[src/rtl/lfs_pkg.sv]
// Purpose: Shared constants and types of the lock, fuse and signature block.
// Assumes: Programmed bits read as 0, unprogrammed bits read as 1.
// Notes: Fuse and lock bit positions here are shared by all users.
package lfs_pkg;

    // Fuse high group, 7 bits.
    localparam int FH_DEBUG = 6;
    localparam int FH_SCAN = 5;
    localparam int FH_SPROG = 4;
    localparam int FH_EEKEEP = 3;
    localparam int FH_BSIZE_LSB = 1;
    localparam int FH_BOOTVEC = 0;
    localparam logic [6:0] FUSE_HI_RST = 7'h4f;

    // Fuse low group, 6 bits.
    localparam int FL_BO_LEVEL = 5;
    localparam int FL_BO_EN = 4;
    localparam logic [5:0] FUSE_LO_RST = 6'h32;

    // Lock byte: memory lock pair, then two boot lock pairs.
    localparam int LK_ML1 = 0;
    localparam int LK_BLB11 = 4;
    localparam logic [5:0] LOCK_RST = 6'h3f;

    // Boot lock field values (upper bit, lower bit).
    localparam logic [1:0] BLK_MODE1 = 2'h3;
    localparam logic [1:0] BLK_MODE2 = 2'h2;
    localparam logic [1:0] BLK_MODE3 = 2'h0;
    localparam logic [1:0] BLK_MODE4 = 2'h1;

    // Boot section start word address per boot size code.
    localparam logic [3:0][15:0] BOOT_START =
        {16'h3f00, 16'h3e00, 16'h3c00, 16'h3800};
    localparam logic [15:0] RESET_VEC_APP = 16'h0000;

    // Command byte codes.
    localparam logic [7:0] CMD_CHIP_ERASE = 8'h80;
    localparam logic [7:0] CMD_WR_FUSE = 8'h40;
    localparam logic [7:0] CMD_WR_LOCK = 8'h20;
    localparam logic [7:0] CMD_WR_FLASH = 8'h10;
    localparam logic [7:0] CMD_WR_EEPROM = 8'h11;
    localparam logic [7:0] CMD_RD_SIG = 8'h08;
    localparam logic [7:0] CMD_RD_FUSE_LOCK = 8'h04;
    localparam logic [7:0] CMD_RST = 8'h00;

    // Cycles the ready/busy pin stays low after a write type command.
    localparam int PROG_BUSY_CYC = 16;

    typedef enum logic [1:0] {
        ACT_LOAD_ADDR = 2'h0,
        ACT_LOAD_DATA = 2'h1,
        ACT_LOAD_CMD = 2'h2,
        ACT_IDLE = 2'h3
    } lfs_action_t;

    typedef enum logic [1:0] {
        ST_IDLE = 2'b01,
        ST_BUSY = 2'b10
    } lfs_state_t;

endpackage : lfs_pkg

[src/rtl/lfs_ctrl.sv]
// Purpose: Lock, fuse and signature control with parallel command dispatch.
// Assumes: All pins synchronous to ref_clk; fuse values held in flops.
// Notes: Crystal and write strobes act on their edges, output enable on its level; pulse width is not checked.
// Functional notes
// - Boot lock mode 1 puts no limit on boot section writes or reads.
// - Boot lock mode 2 blocks self-programming writes to the boot section.
// - Mode 3 blocks boot writes, app reads of boot; may mask interrupts.
// - Mode 4 blocks app reads of boot, allows writes; may mask interrupts.
// - Thirteen fuses in two groups; serial path cannot change serial enable.
// - Debug on only when debug and scan fuses are both programmed.
// - Programmed debug fuse keeps clocks running in every sleep mode.
// - Programmed scan fuse enables the scan port; default programmed.
// - Programmed serial enable permits serial downloading; default programmed.
// - EEPROM preserve keeps EEPROM over erase; refused if any lock set.
// - Two boot size fuses pick boot section size and start; default 11.
// - Boot reset fuse programmed moves reset vector to boot start, else 0.
// - Brown-out level fuse picks threshold and start-up times; default 1.
// - Brown-out enable fuse programmed turns on the detector.
// - Four clock select fuses pick source and start-up; default 0010.
// - Chip erase leaves every fuse unchanged.
// - Programmed memory lock bit one freezes all fuses.
// - Three signature bytes at addresses 0 to 2, readable serial and parallel.
// - Calibration byte is the high byte of signature address 0.
// - Crystal strobe does the selected action; write/enable strobes run command.
// - Action select: 00 address, 01 data, 10 command, 11 idle.
// - Command byte uses one-hot style codes.
// - Ready/busy low while programming, high when ready.
`timescale 1ns/1ps
module lfs_ctrl #(
    parameter logic [7:0] SIG_BYTE0 = 8'h5a, // Arbitrary identity value.
    parameter logic [7:0] SIG_BYTE1 = 8'h3c, // Arbitrary identity value.
    parameter logic [7:0] SIG_BYTE2 = 8'h07, // Arbitrary identity value.
    parameter logic [7:0] CAL_BYTE = 8'h80,
    parameter int BUSY_CYC = lfs_pkg::PROG_BUSY_CYC
) (
    // Clock and reset
    input wire logic ref_clk,
    input wire logic srst,
    // Parallel programming pins
    input wire logic prog_mode_en,
    input wire logic crystal_input_strobe,
    input wire logic action_select_hi,
    input wire logic action_select_lo,
    input wire logic byte_select_one,
    input wire logic byte_select_two,
    input wire logic wr_n,
    input wire logic oe_n,
    input wire logic [7:0] data_in,
    output logic [7:0] data_out,
    output logic data_oe_n,
    output logic ready_busy_out,
    // Serial and scan fuse and signature access
    input wire logic ext_fuse_wr,
    input wire logic ext_fuse_hi,
    input wire logic ext_fuse_serial,
    input wire logic [7:0] ext_fuse_data,
    input wire logic [1:0] ext_sig_addr,
    input wire logic ext_sig_hi,
    output logic [7:0] ext_sig_data,
    // Memory write and erase requests
    output logic nvm_wr_pulse,
    output logic nvm_wr_eeprom,
    output logic [15:0] nvm_addr,
    output logic [15:0] nvm_wdata,
    output logic erase_flash_pulse,
    output logic erase_eeprom_pulse,
    // Core access checks
    input wire logic spm_wr_req,
    input wire logic spm_to_boot,
    input wire logic lpm_rd_req,
    input wire logic lpm_from_boot,
    input wire logic exec_in_boot,
    input wire logic ivec_in_boot,
    output logic spm_wr_allow,
    output logic lpm_rd_allow,
    output logic irq_allow,
    // Decoded fuse functions
    output logic ocd_enable,
    output logic sleep_clk_keep,
    output logic scan_port_enable,
    output logic serial_prog_enable,
    output logic eeprom_preserve,
    output logic [1:0] boot_size,
    output logic [15:0] reset_vector,
    output logic brownout_level,
    output logic brownout_enable,
    output logic [3:0] clock_select
);
    import lfs_pkg::*;

    ////////////////////////////////////////////////////////////////////////
    // Helpers.

    // A fuse write may only program or erase bits while no lock blocks it.
    function automatic logic [6:0] fuse_hi_next(input logic [6:0] old_v,
        input logic [6:0] new_v, input logic [5:0] lock_v,
        input logic serial);
        logic [6:0] r;
        r = new_v;
        if (lock_v != LOCK_RST) begin
            r[FH_EEKEEP] = old_v[FH_EEKEEP];
        end
        if (serial) begin
            r[FH_SPROG] = old_v[FH_SPROG];
        end
        return r;
    endfunction : fuse_hi_next

    function automatic logic [7:0] sig_byte(input logic [1:0] a,
        input logic hi);
        logic [7:0] r;
        r = 8'h00;
        if (hi) begin
            r = (a == 2'h0) ? CAL_BYTE : 8'h00;
        end else begin
            case (a)
                2'h0: r = SIG_BYTE0;
                2'h1: r = SIG_BYTE1;
                2'h2: r = SIG_BYTE2;
                default: r = 8'h00;
            endcase
        end
        return r;
    endfunction : sig_byte

    ////////////////////////////////////////////////////////////////////////
    // State.

    lfs_state_t state_q, state_d;
    logic [15:0] busy_cnt_q, busy_cnt_d;
    logic xtal_q, wr_n_q;
    logic [7:0] cmd_q, cmd_d;
    logic [15:0] addr_q, addr_d;
    logic [15:0] data_q, data_d;
    logic [6:0] fuse_hi_q, fuse_hi_d;
    logic [5:0] fuse_lo_q, fuse_lo_d;
    logic [5:0] lock_q, lock_d;
    logic [7:0] dout_q, dout_d;
    logic doe_n_q, doe_n_d;
    logic [7:0] esig_q, esig_d;
    logic nwr_q, nwr_d, nee_q, nee_d, efl_q, efl_d, eee_q, eee_d;
    logic [15:0] naddr_q, naddr_d, ndata_q, ndata_d;

    logic xtal_rise, wr_fall, fuse_locked, mem_locked;
    lfs_action_t act;
    logic [1:0] blk;

    assign xtal_rise = prog_mode_en && crystal_input_strobe && !xtal_q;
    assign wr_fall = prog_mode_en && !wr_n && wr_n_q;
    assign act = lfs_action_t'({action_select_hi, action_select_lo});
    assign fuse_locked = !lock_q[LK_ML1];
    assign mem_locked = !lock_q[LK_ML1];
    assign blk = lock_q[LK_BLB11 +: 2];

    ////////////////////////////////////////////////////////////////////////
    // Next state.

    always_comb begin
        state_d = state_q;
        busy_cnt_d = busy_cnt_q;
        cmd_d = cmd_q;
        addr_d = addr_q;
        data_d = data_q;
        fuse_hi_d = fuse_hi_q;
        fuse_lo_d = fuse_lo_q;
        lock_d = lock_q;
        nwr_d = 1'b0;
        nee_d = 1'b0;
        efl_d = 1'b0;
        eee_d = 1'b0;
        naddr_d = naddr_q;
        ndata_d = ndata_q;
        esig_d = sig_byte(ext_sig_addr, ext_sig_hi);
        doe_n_d = !(prog_mode_en && !oe_n);
        dout_d = dout_q;
        if (xtal_rise) begin
            case (act)
                ACT_LOAD_ADDR: begin
                    if (byte_select_one) begin
                        addr_d[15:8] = data_in;
                    end else begin
                        addr_d[7:0] = data_in;
                    end
                end
                ACT_LOAD_DATA: begin
                    if (byte_select_one) begin
                        data_d[15:8] = data_in;
                    end else begin
                        data_d[7:0] = data_in;
                    end
                end
                ACT_LOAD_CMD: cmd_d = data_in;
                default: ;
            endcase
        end
        // Output reads follow the loaded command while output enable is low.
        if (prog_mode_en && !oe_n) begin
            case (cmd_q)
                CMD_RD_SIG: dout_d = sig_byte(addr_q[1:0], byte_select_one);
                CMD_RD_FUSE_LOCK: begin
                    if (byte_select_two) begin
                        dout_d = {2'b11, lock_q};
                    end else if (byte_select_one) begin
                        dout_d = {1'b1, fuse_hi_q};
                    end else begin
                        dout_d = {2'b11, fuse_lo_q};
                    end
                end
                default: dout_d = 8'hff;
            endcase
        end
        case (state_q)
            ST_IDLE: begin
                if (wr_fall) begin
                    state_d = ST_BUSY;
                    busy_cnt_d = 16'(BUSY_CYC - 1);
                    case (cmd_q)
                        CMD_CHIP_ERASE: begin
                            // Fuses stay; only memories and locks clear.
                            efl_d = 1'b1;
                            eee_d = fuse_hi_q[FH_EEKEEP];
                            lock_d = LOCK_RST;
                        end
                        CMD_WR_FUSE: begin
                            if (!fuse_locked) begin
                                if (byte_select_one) begin
                                    fuse_hi_d = fuse_hi_next(fuse_hi_q,
                                        data_q[6:0], lock_q, 1'b0);
                                end else begin
                                    fuse_lo_d = data_q[5:0];
                                end
                            end
                        end
                        // Lock bits can only be programmed, never erased here.
                        CMD_WR_LOCK: lock_d = lock_q & data_q[5:0];
                        CMD_WR_FLASH, CMD_WR_EEPROM: begin
                            if (!mem_locked) begin
                                nwr_d = 1'b1;
                                nee_d = cmd_q[0];
                                naddr_d = addr_q;
                                ndata_d = data_q;
                            end
                        end
                        default: state_d = ST_IDLE;
                    endcase
                end else if (ext_fuse_wr && !fuse_locked) begin
                    if (ext_fuse_hi) begin
                        fuse_hi_d = fuse_hi_next(fuse_hi_q,
                            ext_fuse_data[6:0], lock_q, ext_fuse_serial);
                    end else begin
                        fuse_lo_d = ext_fuse_data[5:0];
                    end
                end
            end
            ST_BUSY: begin
                if (busy_cnt_q == 16'h0000) begin
                    state_d = ST_IDLE;
                end else begin
                    busy_cnt_d = busy_cnt_q - 16'h0001;
                end
            end
            default: state_d = ST_IDLE;
        endcase
    end

    always_ff @(posedge ref_clk) begin
        if (srst) begin
            state_q <= ST_IDLE;
            busy_cnt_q <= 16'h0000;
            xtal_q <= 1'b0;
            wr_n_q <= 1'b1;
            cmd_q <= CMD_RST;
            addr_q <= 16'h0000;
            data_q <= 16'h0000;
            fuse_hi_q <= FUSE_HI_RST;
            fuse_lo_q <= FUSE_LO_RST;
            lock_q <= LOCK_RST;
            dout_q <= 8'h00;
            doe_n_q <= 1'b1;
            esig_q <= 8'h00;
            nwr_q <= 1'b0;
            nee_q <= 1'b0;
            efl_q <= 1'b0;
            eee_q <= 1'b0;
            naddr_q <= 16'h0000;
            ndata_q <= 16'h0000;
        end else begin
            state_q <= state_d;
            busy_cnt_q <= busy_cnt_d;
            xtal_q <= crystal_input_strobe;
            wr_n_q <= wr_n;
            cmd_q <= cmd_d;
            addr_q <= addr_d;
            data_q <= data_d;
            fuse_hi_q <= fuse_hi_d;
            fuse_lo_q <= fuse_lo_d;
            lock_q <= lock_d;
            dout_q <= dout_d;
            doe_n_q <= doe_n_d;
            esig_q <= esig_d;
            nwr_q <= nwr_d;
            nee_q <= nee_d;
            efl_q <= efl_d;
            eee_q <= eee_d;
            naddr_q <= naddr_d;
            ndata_q <= ndata_d;
        end
    end

    ////////////////////////////////////////////////////////////////////////
    // Outputs.

    assign data_out = dout_q;
    assign data_oe_n = doe_n_q;
    assign ready_busy_out = (state_q == ST_IDLE);
    assign ext_sig_data = esig_q;
    assign nvm_wr_pulse = nwr_q;
    assign nvm_wr_eeprom = nee_q;
    assign nvm_addr = naddr_q;
    assign nvm_wdata = ndata_q;
    assign erase_flash_pulse = efl_q;
    assign erase_eeprom_pulse = eee_q;

    // Boot lock decode; the other partition is never restricted here.
    assign spm_wr_allow = !(spm_wr_req && spm_to_boot &&
        (blk == BLK_MODE2 || blk == BLK_MODE3));
    assign lpm_rd_allow = !(lpm_rd_req && !lpm_from_boot &&
        (blk == BLK_MODE3 || blk == BLK_MODE4));
    assign irq_allow = !(exec_in_boot && !ivec_in_boot &&
        (blk == BLK_MODE3 || blk == BLK_MODE4));

    assign ocd_enable = !fuse_hi_q[FH_DEBUG] && !fuse_hi_q[FH_SCAN];
    assign sleep_clk_keep = !fuse_hi_q[FH_DEBUG];
    assign scan_port_enable = !fuse_hi_q[FH_SCAN];
    assign serial_prog_enable = !fuse_hi_q[FH_SPROG];
    assign eeprom_preserve = !fuse_hi_q[FH_EEKEEP];
    assign boot_size = fuse_hi_q[FH_BSIZE_LSB +: 2];
    assign reset_vector = fuse_hi_q[FH_BOOTVEC] ? RESET_VEC_APP :
        BOOT_START[boot_size];
    assign brownout_level = fuse_lo_q[FL_BO_LEVEL];
    assign brownout_enable = !fuse_lo_q[FL_BO_EN];
    assign clock_select = fuse_lo_q[3:0];
endmodule : lfs_ctrl

[config.mk]
export PLATFORM = sky130hd
export DESIGN_NAME = lfs_ctrl
export DESIGN_NICKNAME = d
export VERILOG_FILES = /design/src/rtl/lfs_pkg.sv /design/src/rtl/lfs_ctrl.sv
export SDC_FILE = /design/constraint.sdc
export NUM_CORES = 1
export LEC_CHECK = 0
export BUFFER_PORTS_ARGS = -buffer_cell sky130_fd_sc_hd__buf_4
export CORE_MARGIN = 8
export CORE_UTILIZATION = 40
export DETAILED_ROUTE_END_ITERATION = 12
export PLACE_DENSITY = 0.61
export SYNTH_ARGS = -nofsm -noshare
export SYNTH_HDL_FRONTEND = slang
export SYNTH_SLANG_ARGS = --single-unit
[constraint.sdc]
create_clock -name ref_clk -period 2.36 [get_ports ref_clk]
set_input_delay 0.354 -clock ref_clk [delete_from_list [all_inputs] [get_ports ref_clk]]
set_output_delay 0.354 -clock ref_clk [all_outputs]
set_load 0.02 [all_outputs]
---- Word-level counts from Yosys, hierarchy flattened ----
Index checks and enable logic that the tools add are counted.
word-level totals
  register bits after elaboration ......... 132
  input bits .............................. 38
cells by class
  $add $sub $neg .......................... 1
  magnitude comparators ................... 1
  eq/ne operators ......................... 29
  muxes and demuxes ....................... 37
  bitwise operators ....................... 7
  reduce and logical (&&, ||, !) cells .... 57
operators with widths
  kind                                                                   count
  16-bit 2-to-1 mux                                                      4
  7-bit 2-to-1 mux                                                       8
  7-bit case mux with 3 select lines                                     2
  6-bit 2-to-1 mux                                                       6
  16-bit binary-select mux with 2-bit select                             1
  8-bit 2-to-1 mux                                                       4
  16-bit case mux with 2 select lines                                    1
  3-bit AND reduction                                                    6
  8-bit by 5-bit == test with 1-bit output (second input constant)       2
  16-bit logical NOT                                                     1
  8-bit case mux with 2 select lines                                     1
  16-bit by 1-bit subtractor with 16-bit output (second input constant)  1
  1-bit logical NOT                                                      14
  2-bit inequality test (second input constant)                          7
  1-bit logical AND                                                      13
  6-bit case mux with 2 select lines                                     1
  6-bit AND reduction                                                    2
  2-bit by 1-bit == test with 1-bit output (second input constant)       5
  2-bit == test (second input constant)                                  5
  5-bit OR reduction                                                     2
  8-bit by 3-bit == test with 1-bit output (second input constant)       1
  8-bit by 4-bit == test with 1-bit output (second input constant)       1
  8-bit by 6-bit == test with 1-bit output (second input constant)       1
  8-bit by 7-bit == test with 1-bit output (second input constant)       1
  19 further kinds                                                       42

---- Logic depth before layout (Yosys ltp) ----
Gate-level depths: netlist of run 1.
  depth in word-level cells ............... 6
  depth in mapped cells ................... 8

---- Least setup slack after synthesis of run 1 ----
Ideal clock, no wire load.
  path type ............................... register to register
  start ................................... register busy_cnt_q[0]
  end ..................................... register busy_cnt_q[13]
  setup time .............................. 0.128 ns
  arrival ................................. 1.638 ns
  data required time ...................... 2.232 ns
  slack ................................... 0.594 ns
  cell stages (with the launch flop) ...... 9
  path buffers ............................ 1
  period minus slack after synthesis ...... 1.766 ns
  path through ............................ dfxtp_1 > inv_1 > ha_1 > nor3b_1 > and4b_1 > buf_6 > nor4_1 > xnor2_1 > nor2_1
on the way
  longest elaborated chain between the ends .. 3
  elaborated cells on any way between the ends .. 6
  classes of those cells .................. add/sub (1); eq/ne (1); mux (2); reduce/logical (2)
RTL lines
  item                                                                                        line                              RTL
  start: declaration                                                                          lfs_ctrl.sv:130                   logic [15:0] busy_cnt_q, busy_cnt_d;
  start signal: assignment                                                                    lfs_ctrl.sv:289                   busy_cnt_q <= busy_cnt_d;
  16-bit by 1-bit subtractor with 16-bit output / 16-bit logical NOT (equally long branches)  lfs_ctrl.sv:259, lfs_ctrl.sv:256
  16-bit 2-to-1 mux / 2-bit inequality test (equally long branches)                           -
  16-bit case mux with 2 select lines / 3-bit AND reduction (equally long branches)           -
Parallel ways exist; a longest one is shown, timed or not. The select of a mux whose other input is x is not followed.
A chain may end at the register's enable or synchronous reset.

---- Worst setup path after layout of run 1 ----
Ends and elaborated chain as after synthesis.

==> flow_summary.toml, run 1 <==
[global_routing]
gr-usage-all-layers_pct = 16.2
grt_max_degree = 82
grt_overflow = 0
antenna_found_initial = 0
grt_pass1_wl_um = 23600
grt_pass1_vias = 4716

[setup_path]
critPathBufInv = 1
criticalPathCategory = "reg2reg"
cpPeakStageDelay_ns = 0.42
r2r_start = "busy_cnt_q[0]"
crit_start = "busy_cnt_q[0]"
crit_family = "simple AND/OR/NAND/NOR gates"
crit_path_end_kind = "flop"
crit_path_cell_trace = "inv_1 -> ha_1 -> nor3b_1 -> and4b_1 -> nor4_1 -> xnor2_1 -> nor2_1"
worstPathMaxFanout = 8
critPathRequiredTime_ns = 2.65
worstPathArrival_ns = 2.30
crit_path_top_delay_cell = "dfxtp_1"
startpoint_type = "flop"
regToRegSetupSlack_ns = 0.35

[clock_tree]
post_cts_buffers = 0
cts_buffer_depth = 2
root_buffer = "clkbuf_16"
numCtsBuffers = 17
cts_hold_buffers = 0
ctsResizeCount = 0
clk_latency_ns = 0.42
cts_tree = "yes"
clkTransAtPathRegs_ns = 0.06
htree_levels = 4
clock-sinks = 131

[placement]
gp_congestion = 0.814
post-place-ws_ns = 0.383
io_buffer_count = 112
dp.cells = 905
placed_area_mm2 = 0.00652
dpl.hpwl_um = 10600

[power_and_ir_drop]
ir_drop_mv = 0.422
p_per_area_mw_per_mm2 = 728
cellLeakagePower_nw = 2.99

[logic_synthesis]
synth_edf_count = 0
synth.area.top_cells = "dfxtp_1 46%, mux2i_1 9.3%, nand2_1 7.1%"
synth_area_mm2 = 0.00568
synth_largest_area_cell = "dfxtp_1"
async_flop_share_pct = 0
ys_ff_latch = 131
synth_cell_type_count = 57
avgSynthCellArea_um2 = 8.73
syn_inst = 650
synth.most_common_cell = "dfxtp_1"
synth_warnings = 0
ys.flop_type = "dfxtp_1"
ys_top_cells_by_count = "131 x dfxtp_1, 108 x nand2_1, 79 x nor2_1"
ys_seq_area_share_pct = 46.2
synth_top_area_share_pct = 46.2

[floorplanning]
initial_core_util_pct = 40.9
die_h_um = 135
io_pins = 124
num_rows = 43
core_area_mm2 = 0.0139
die_x_um = 135
dieArea_mm2 = 0.0183

[timing]
setup-violations-final = 0
fin_crit_ns = 2.01
setup_ws_ns = 0.350
finalHoldWorstSlack_ns = 0.136
max_slew_margin_pct = 47.4
fmax_mhz = 498
totalNegativeSetupSlack_ns = 0
slew_viol_final = 0
fin_skew_ns = 0.00863
max_slew.worst_pin.slew_ns = 0.790
hold_viol_final = 0
fin_crit_sh_pct = 85.2
grt_setup_unrepaired = "false"

[detailed_routing]
drc_errors = 0
ant_nets = 0
wl_per_cell_um = 15.6
drt_iter0_drc = 262
drt-pass1-iter-count = 4
dr_total_vias = 4704
drt-vias-per-instance = 5.02
wl_um = 14600

[hold_path]
min-delay-start = "wr_n"
hp-class = "in2reg"

[run_status]
status = "finished clean"

[cells_and_area]
layout.cells.non_filler = 937
final_area_mm2 = 0.00706
layout-drive-gt1-share_pct = 22.5
filler_cell_count = 1316
nets = 792
antenna_cells = 0
area_growth_pct = 24.4

[flow_run]
drv_cap = 0
stage by stage:
stage | total power [mW] | utilization (%)
after CTS | 5.19 | 50.9
after global placement | 2.79 | 46.9
final | 5.14 | 50.9
after floorplan | 2.65 | -
after detailed placement | 2.80 | 46.9
after global routing | 5.34 | 50.9
layout by cell type, fill, tap and decap left out, types with 10 or more instances in the layout:
cell	n
o21ai_0	13
clkbuf_16	17
inv_1	17
mux2i_1	53
buf_4	121
nor3_1	21
ha_1	10
dfxtp_1	131
conb_1	10
nor2_1	79
a21oi_1	48
nand3_1	10
nand2_1	108
sequential cells by signal, indices dropped and copies added, names as in the netlist, 8 cells and up:
signal	count
nvm_addr	16
nvm_wdata	16
cmd_q	8
addr_q	16
data_q	16
busy_cnt_q	16
data_out	8
power breakdown:
group | switching, mW | internal, mW
registers | 0.0395 | 2.26
clock network | 1.01 | 1.38
logic | 0.276 | 0.178
cell type report:
type                    count  area [um^2]  area share, %
multi-input cells         456         2700           38.2
flip-flops and latches    131         2620           37.1
repair buffers            121          908           12.9
clock buffers              19          443           6.27
well taps                 180          225           3.19
clock inverters            13          103           1.45
inverters                  17         63.8          0.904
path summary, 6_finish.rpt:
| check | endpoint | cells after the start |
|---|---|---|
| min reg2reg | nvm_wdata[8] | 2 |
| max | busy_cnt_q[13] | 7 |
| min | wr_n_q | 2 |
| max reg2reg | busy_cnt_q[13] | 7 |
layer usage:
| layer | up-vias | global-route usage (%) | share of wire [%] |
|---|---|---|---|
| met5 | - | 0 | 0 |
| met3 | 15 | 5.90 | 6.8 |
| li1 | 2366 | - | - |
| met2 | 121 | 25.1 | 44 |
| met1 | 2202 | 20.4 | 48 |
| met4 | 0 | 5.31 | 1.2 |
cell families after synthesis:
family | synth area share, %
AND/OR/NAND/NOR | 23.4
flip-flops | 46.2
AO/OA/AOI/OAI | 10.4
XOR/XNOR | 1.39
multiplexers | 9.35
buffers and inverters | 7.03
other | 0.0661
adder cells (fa/ha/maj) | 2.20
No activity file was read; power rests on OpenSTA's default activity.
==> inputs of run 2 (changes only) <==
Settings changed: CORE_UTILIZATION 40 to 45, PLACE_DENSITY 0.61 to 0.67.
Clock period 2.36 ns to 1.9 ns, I/O delays scaled along.
==> run 2 against run 1 <==
Worst setup slack got worse by 0.21 ns; sequential cell count unchanged; worst hold slack worse by 0.058 ns; cell area up 3.4%; via count increased by 2.8%; clock-buffer cell count is 4 higher; combinational power grew 32%; clock power is 37% higher; sequential share of layout area decreased by 1.2 points; first-iteration DRC count rose by 6.1%; sequential power increased by 24%; critical path type unchanged; critical endpoint is now busy_cnt_q[11]; largest cell class unchanged; highest routed layer unchanged.
==> flow_summary.toml, run 2 (synthesized netlist as in run 1, its figures left out) <==
[run_status]
status = "finished clean"

[flow_run]
drv_cap = 0

[placement]
io_buffer_count = 112
gp_congestion = 0.794
dp.cells = 914
dpl.hpwl_um = 10700

[cells_and_area]
final_common_cell = "buf_4"
area_growth_pct = 28.7
layout.cells.non_filler = 946
nets = 809
antenna_cells = 0
filler_cell_count = 1131
final_cell_mix = "136 x buf_4, 130 x dfxtp_1, 108 x nand2_1, 79 x nor2_1, 53 x mux2i_1"
layout-drive-gt1-share_pct = 24.4

[floorplanning]
core_area_mm2 = 0.0125
initial_core_util_pct = 45.5
dieArea_mm2 = 0.0165
io_pins = 124
die_h_um = 128
die_x_um = 128
num_rows = 41

[global_routing]
antenna_found_initial = 0
grt_pass1_wl_um = 23600
grt_overflow = 0
grt_max_degree = 74
grt_pass1_vias = 4763
gr-usage-all-layers_pct = 18.1

[setup_path]
worstPathArrival_ns = 2.05
criticalPathCategory = "reg2reg"
crit_family = "simple AND/OR/NAND/NOR gates"
critPathRequiredTime_ns = 2.19
startpoint_type = "flop"
crit_path_top_delay_cell = "and4b_2"
crit_path_cell_trace = "or3_4 -> and4b_2 -> nor4_4 -> xor2_1 -> nor2b_1"
worstPathMaxFanout = 8
cpPeakStageDelay_ns = 0.46
crit_path_end_kind = "flop"
critPathBufInv = 0

[power_and_ir_drop]
internal_power_mw = 5.18
comb_power_share_pct = 8.9
p_sw_mw = 1.55
ir_drop_mv = 0.422
seq_power_share_pct = 42.4
p_clk_share_pct = 48.6
p_per_area_mw_per_mm2 = 921
power_switching_share_pct = 23.1
cellLeakagePower_nw = 3.12

[detailed_routing]
wl_um = 14700
drc_errors = 0
dr_total_vias = 4834
drt-pass1-iter-count = 5
ant_nets = 0
drt_iter0_drc = 278
wl_per_cell_um = 15.6
drt-vias-per-instance = 5.11

[clock_tree]
clk_latency_ns = 0.42
htree_levels = 4
cts_hold_buffers = 0
root_buffer = "clkbuf_16"
cts_buffer_depth = 2
clock-sinks = 131
clkTransAtPathRegs_ns = 0.05
numCtsBuffers = 17
cts_tree = "yes"

[timing]
hold_viol_final = 0
fin_crit_ns = 1.76
fmax_mhz = 569
max_slew_margin_pct = 52.7
totalNegativeSetupSlack_ns = 0
setup-violations-final = 0
fin_skew_ns = 0.00839
fin_crit_sh_pct = 92.5
grt_setup_unrepaired = "false"
slew_viol_final = 0
max_slew.worst_pin.slew_ns = 0.709

[hold_path]
hp-class = "in2reg"
## run 2: per-stage QoR
stage	setup slack [ns]	area [um^2]	total power, mW	util, %	hold slack (ns)
6_report	0.142	7300	6.73	58.6	0.0784
5_1_grt	0.0168	7300	6.96	58.6	0.0600
4_1_cts	0.0525	7250	6.77	58.2	0.0572
3_5_place_dp	0.0635	6660	3.50	53.4	0.445
3_3_place_gp	0.107	6660	3.48	53.4	0.444
2_1_floorplan	0.134	5710	3.29	-	0.389
## run 2: power by group through the flow
stage | sequential (mW) | clock [mW] | combinational, mW
detailed placement | 2.91 | 0 | 0.583
finish | 2.85 | 3.27 | 0.601
CTS | 2.85 | 3.33 | 0.587
floorplan | 2.92 | 0 | 0.363
global placement | 2.91 | 0 | 0.573
global route | 2.86 | 3.45 | 0.651
## run 2: path summary, 6_finish.rpt
path | start | to | slack [ns] | cells past startpoint
hold reg to reg | nvm_addr[9] | nvm_addr[9] | 0.45 | 2
hold / removal | wr_n | wr_n_q | 0.08 | 2
setup / recovery | busy_cnt_q[10] | busy_cnt_q[11] | 0.14 | 5
setup reg to reg | busy_cnt_q[10] | busy_cnt_q[11] | 0.14 | 5
## run 2: cell type report
| type | instances | area [um^2] | share of cell area (%) |
|---|---|---|---|
| Multi-Input combinational cell | 456 | 2740 | 37.6 |
| Sequential cell | 131 | 2620 | 35.9 |
| Timing Repair Buffer | 138 | 1060 | 14.5 |
| Clock buffer | 23 | 468 | 6.41 |
| Tap cell | 172 | 215 | 2.95 |
| Clock inverter | 9 | 129 | 1.76 |
| Inverter | 17 | 63.8 | 0.874 |
## run 2: per-layer routing
layer / wire length, um / vias up / global-route usage [%]
met5: 0 / - / 0
met4: 284 / 0 / 8.60
met3: 1060 / 19 / 5.87
met2: 6830 / 148 / 29.2
met1: 6560 / 2276 / 21.3
li1: - / 2391 / -
## run 2: timing repair
action / 4_1_cts / 5_1_grt
setup buffers: 0 / 0
endpoints found under the hold margin: 0 / 0
gates resized for setup: 0 / 9
setup endpoints to repair: 0 / 37
==> inputs of run 3 (changes only) <==
Settings changed: REMOVE_ABC_BUFFERS set to 1.
==> run 3 against run 2 <==
Sequential power about the same; combinational power fell by 1%; cell area fell by 0.96%; register-to-register slack about the same; first-iteration DRC count fell by 17%; sequential share of layout area is 0.37 points higher; critical path type unchanged; clock skew rose by 0.0044 ns; cell count decreased by 0.32%; clock-buffer cell count fell by 1; largest cell class unchanged.
==> flow_summary.toml, run 3 (synthesized netlist as in run 1, its figures left out) <==
[detailed_routing]
ant_nets = 0
drt-vias-per-instance = 5.01
wl_per_cell_um = 15.0
dr_total_vias = 4727
drt-pass1-iter-count = 4
wl_um = 14200
drc_errors = 0
drt_iter0_drc = 232

[setup_path]
crit_path_end_kind = "flop"
worstPathMaxFanout = 11
critPathBufInv = 0
crit_path_top_delay_cell = "dfxtp_1"
critPathRequiredTime_ns = 2.20
rr_worst_depth = 5
startpoint_type = "flop"
crit_family = "simple AND/OR/NAND/NOR gates"
crit_path_cell_trace = "nor4b_1 -> nand4_1 -> a21oi_4 -> mux2i_1 -> nor2_1"
cpPeakStageDelay_ns = 0.43
crit_cells = 5
worstPathArrival_ns = 2.05
criticalPathCategory = "reg2reg"

[power_and_ir_drop]
p_per_area_mw_per_mm2 = 893
cellLeakagePower_nw = 3.09
ir_drop_mv = 0.590

[timing]
fin_crit_ns = 1.76
grt_setup_unrepaired = "false"
slew_viol_final = 0
setup-violations-final = 0
finalHoldWorstSlack_ns = 0.0773
fin_skew_ns = 0.0128
setup_ws_ns = 0.142
hold_viol_final = 0
fin_crit_sh_pct = 92.5
fmax_mhz = 569

[cells_and_area]
multi_input_area_mm2 = 0.00273
final_area_mm2 = 0.00723
layout-drive-gt1-share_pct = 24.4
seq_area_mm2 = 0.00263
area_growth_pct = 27.4
final_cell_mix = "134 x buf_4, 129 x dfxtp_1, 108 x nand2_1, 79 x nor2_1, 53 x mux2i_1"
nets = 807
final_common_cell = "buf_4"
filler_cell_count = 1117
antenna_cells = 0

[run_status]
status = "finished clean"

[clock_tree]
clkTransAtPathRegs_ns = 0.06
clock-sinks = 131
cts_buffer_depth = 2
numCtsBuffers = 17
clk_latency_ns = 0.42
htree_levels = 4
root_buffer = "clkbuf_16"
cts_tree = "yes"

[global_routing]
antenna_found_initial = 0
gr-usage-all-layers_pct = 17.8
grt_overflow = 0
grt_max_degree = 33
grt_pass1_wl_um = 23300
grt_pass1_vias = 4703

[placement]
dpl.hpwl_um = 10500
post-place-ws_ns = 0.0338
placed_area_mm2 = 0.00665
gp_congestion = 0.832
io_buffer_count = 112

[floorplanning]
dieArea_mm2 = 0.0165
core_area_mm2 = 0.0125
io_pins = 124
die_h_um = 128
initial_core_util_pct = 45.5
num_rows = 41
die_x_um = 128

[hold_path]
hp-class = "in2reg"
hold_path_depth = 2

[flow_run]
drv_cap = 0
## run 3: cell count changes in the layout (fill, tap and decap cells not counted), sizes merged
cell	previous run	this run
clkinv	4	5
bufinv	3	1
clkinvlp	2	3
buf	138	136
clkbuf	23	22
## run 3: worst paths after layout
check                   start      endpoint  slack [ns]
setup / recovery     cmd_q[7]  fuse_lo_q[2]        0.14
hold / removal           wr_n        wr_n_q        0.08
setup reg to reg     cmd_q[7]  fuse_lo_q[2]        0.14
hold reg to reg   nvm_addr[5]   nvm_addr[5]        0.45
## run 3: timing repair
| action | 4_1_cts | 5_1_grt |
|---|---|---|
| endpoints found under the setup margin | 0 | 16 |
| buffers inserted | 0 | 0 |
| hold buffers | 0 | 0 |
| gates resized for setup | 0 | 7 |
## run 3: power by group
| group | switching (mW) | total [mW] | internal [mW] |
|---|---|---|---|
| Sequential | 0.0472 | 2.85 | 2.81 |
| Clock | 1.13 | 3.01 | 1.88 |
| Combinational | 0.351 | 0.592 | 0.241 |
| Total | 1.53 | 6.46 | 4.93 |
## run 3: stage by stage
step                      cells  TNS [ns]  util, %  power [mW]
after global placement      912         0     53.3        3.48
final                       943         0     58.0        6.46
after CTS                   943         0     57.8        6.51
after detailed placement    912         0     53.3        3.50
after floorplan             604    -17.95        -        3.20
after global routing        943         0     58.0        6.71
## run 3: final cells by class
class,count,share of cell area [%]
Tap cell,172,2.98
Multi-Input combinational cell,456,37.7
Inverter,17,0.882
Sequential cell,131,36.3
Clock buffer,22,6.56
Clock inverter,9,1.12
Timing Repair Buffer,136,14.5
## run 3: metal layers
| layer | up-vias | wire (um) | GRT usage, % |
|---|---|---|---|
| li1 | 2390 | - | - |
| met1 | 2207 | 6210 | 21.2 |
| met2 | 114 | 6820 | 29.3 |
| met3 | 16 | 846 | 5.70 |
| met4 | 0 | 292 | 6.43 |
| met5 | - | 0 | 0 |
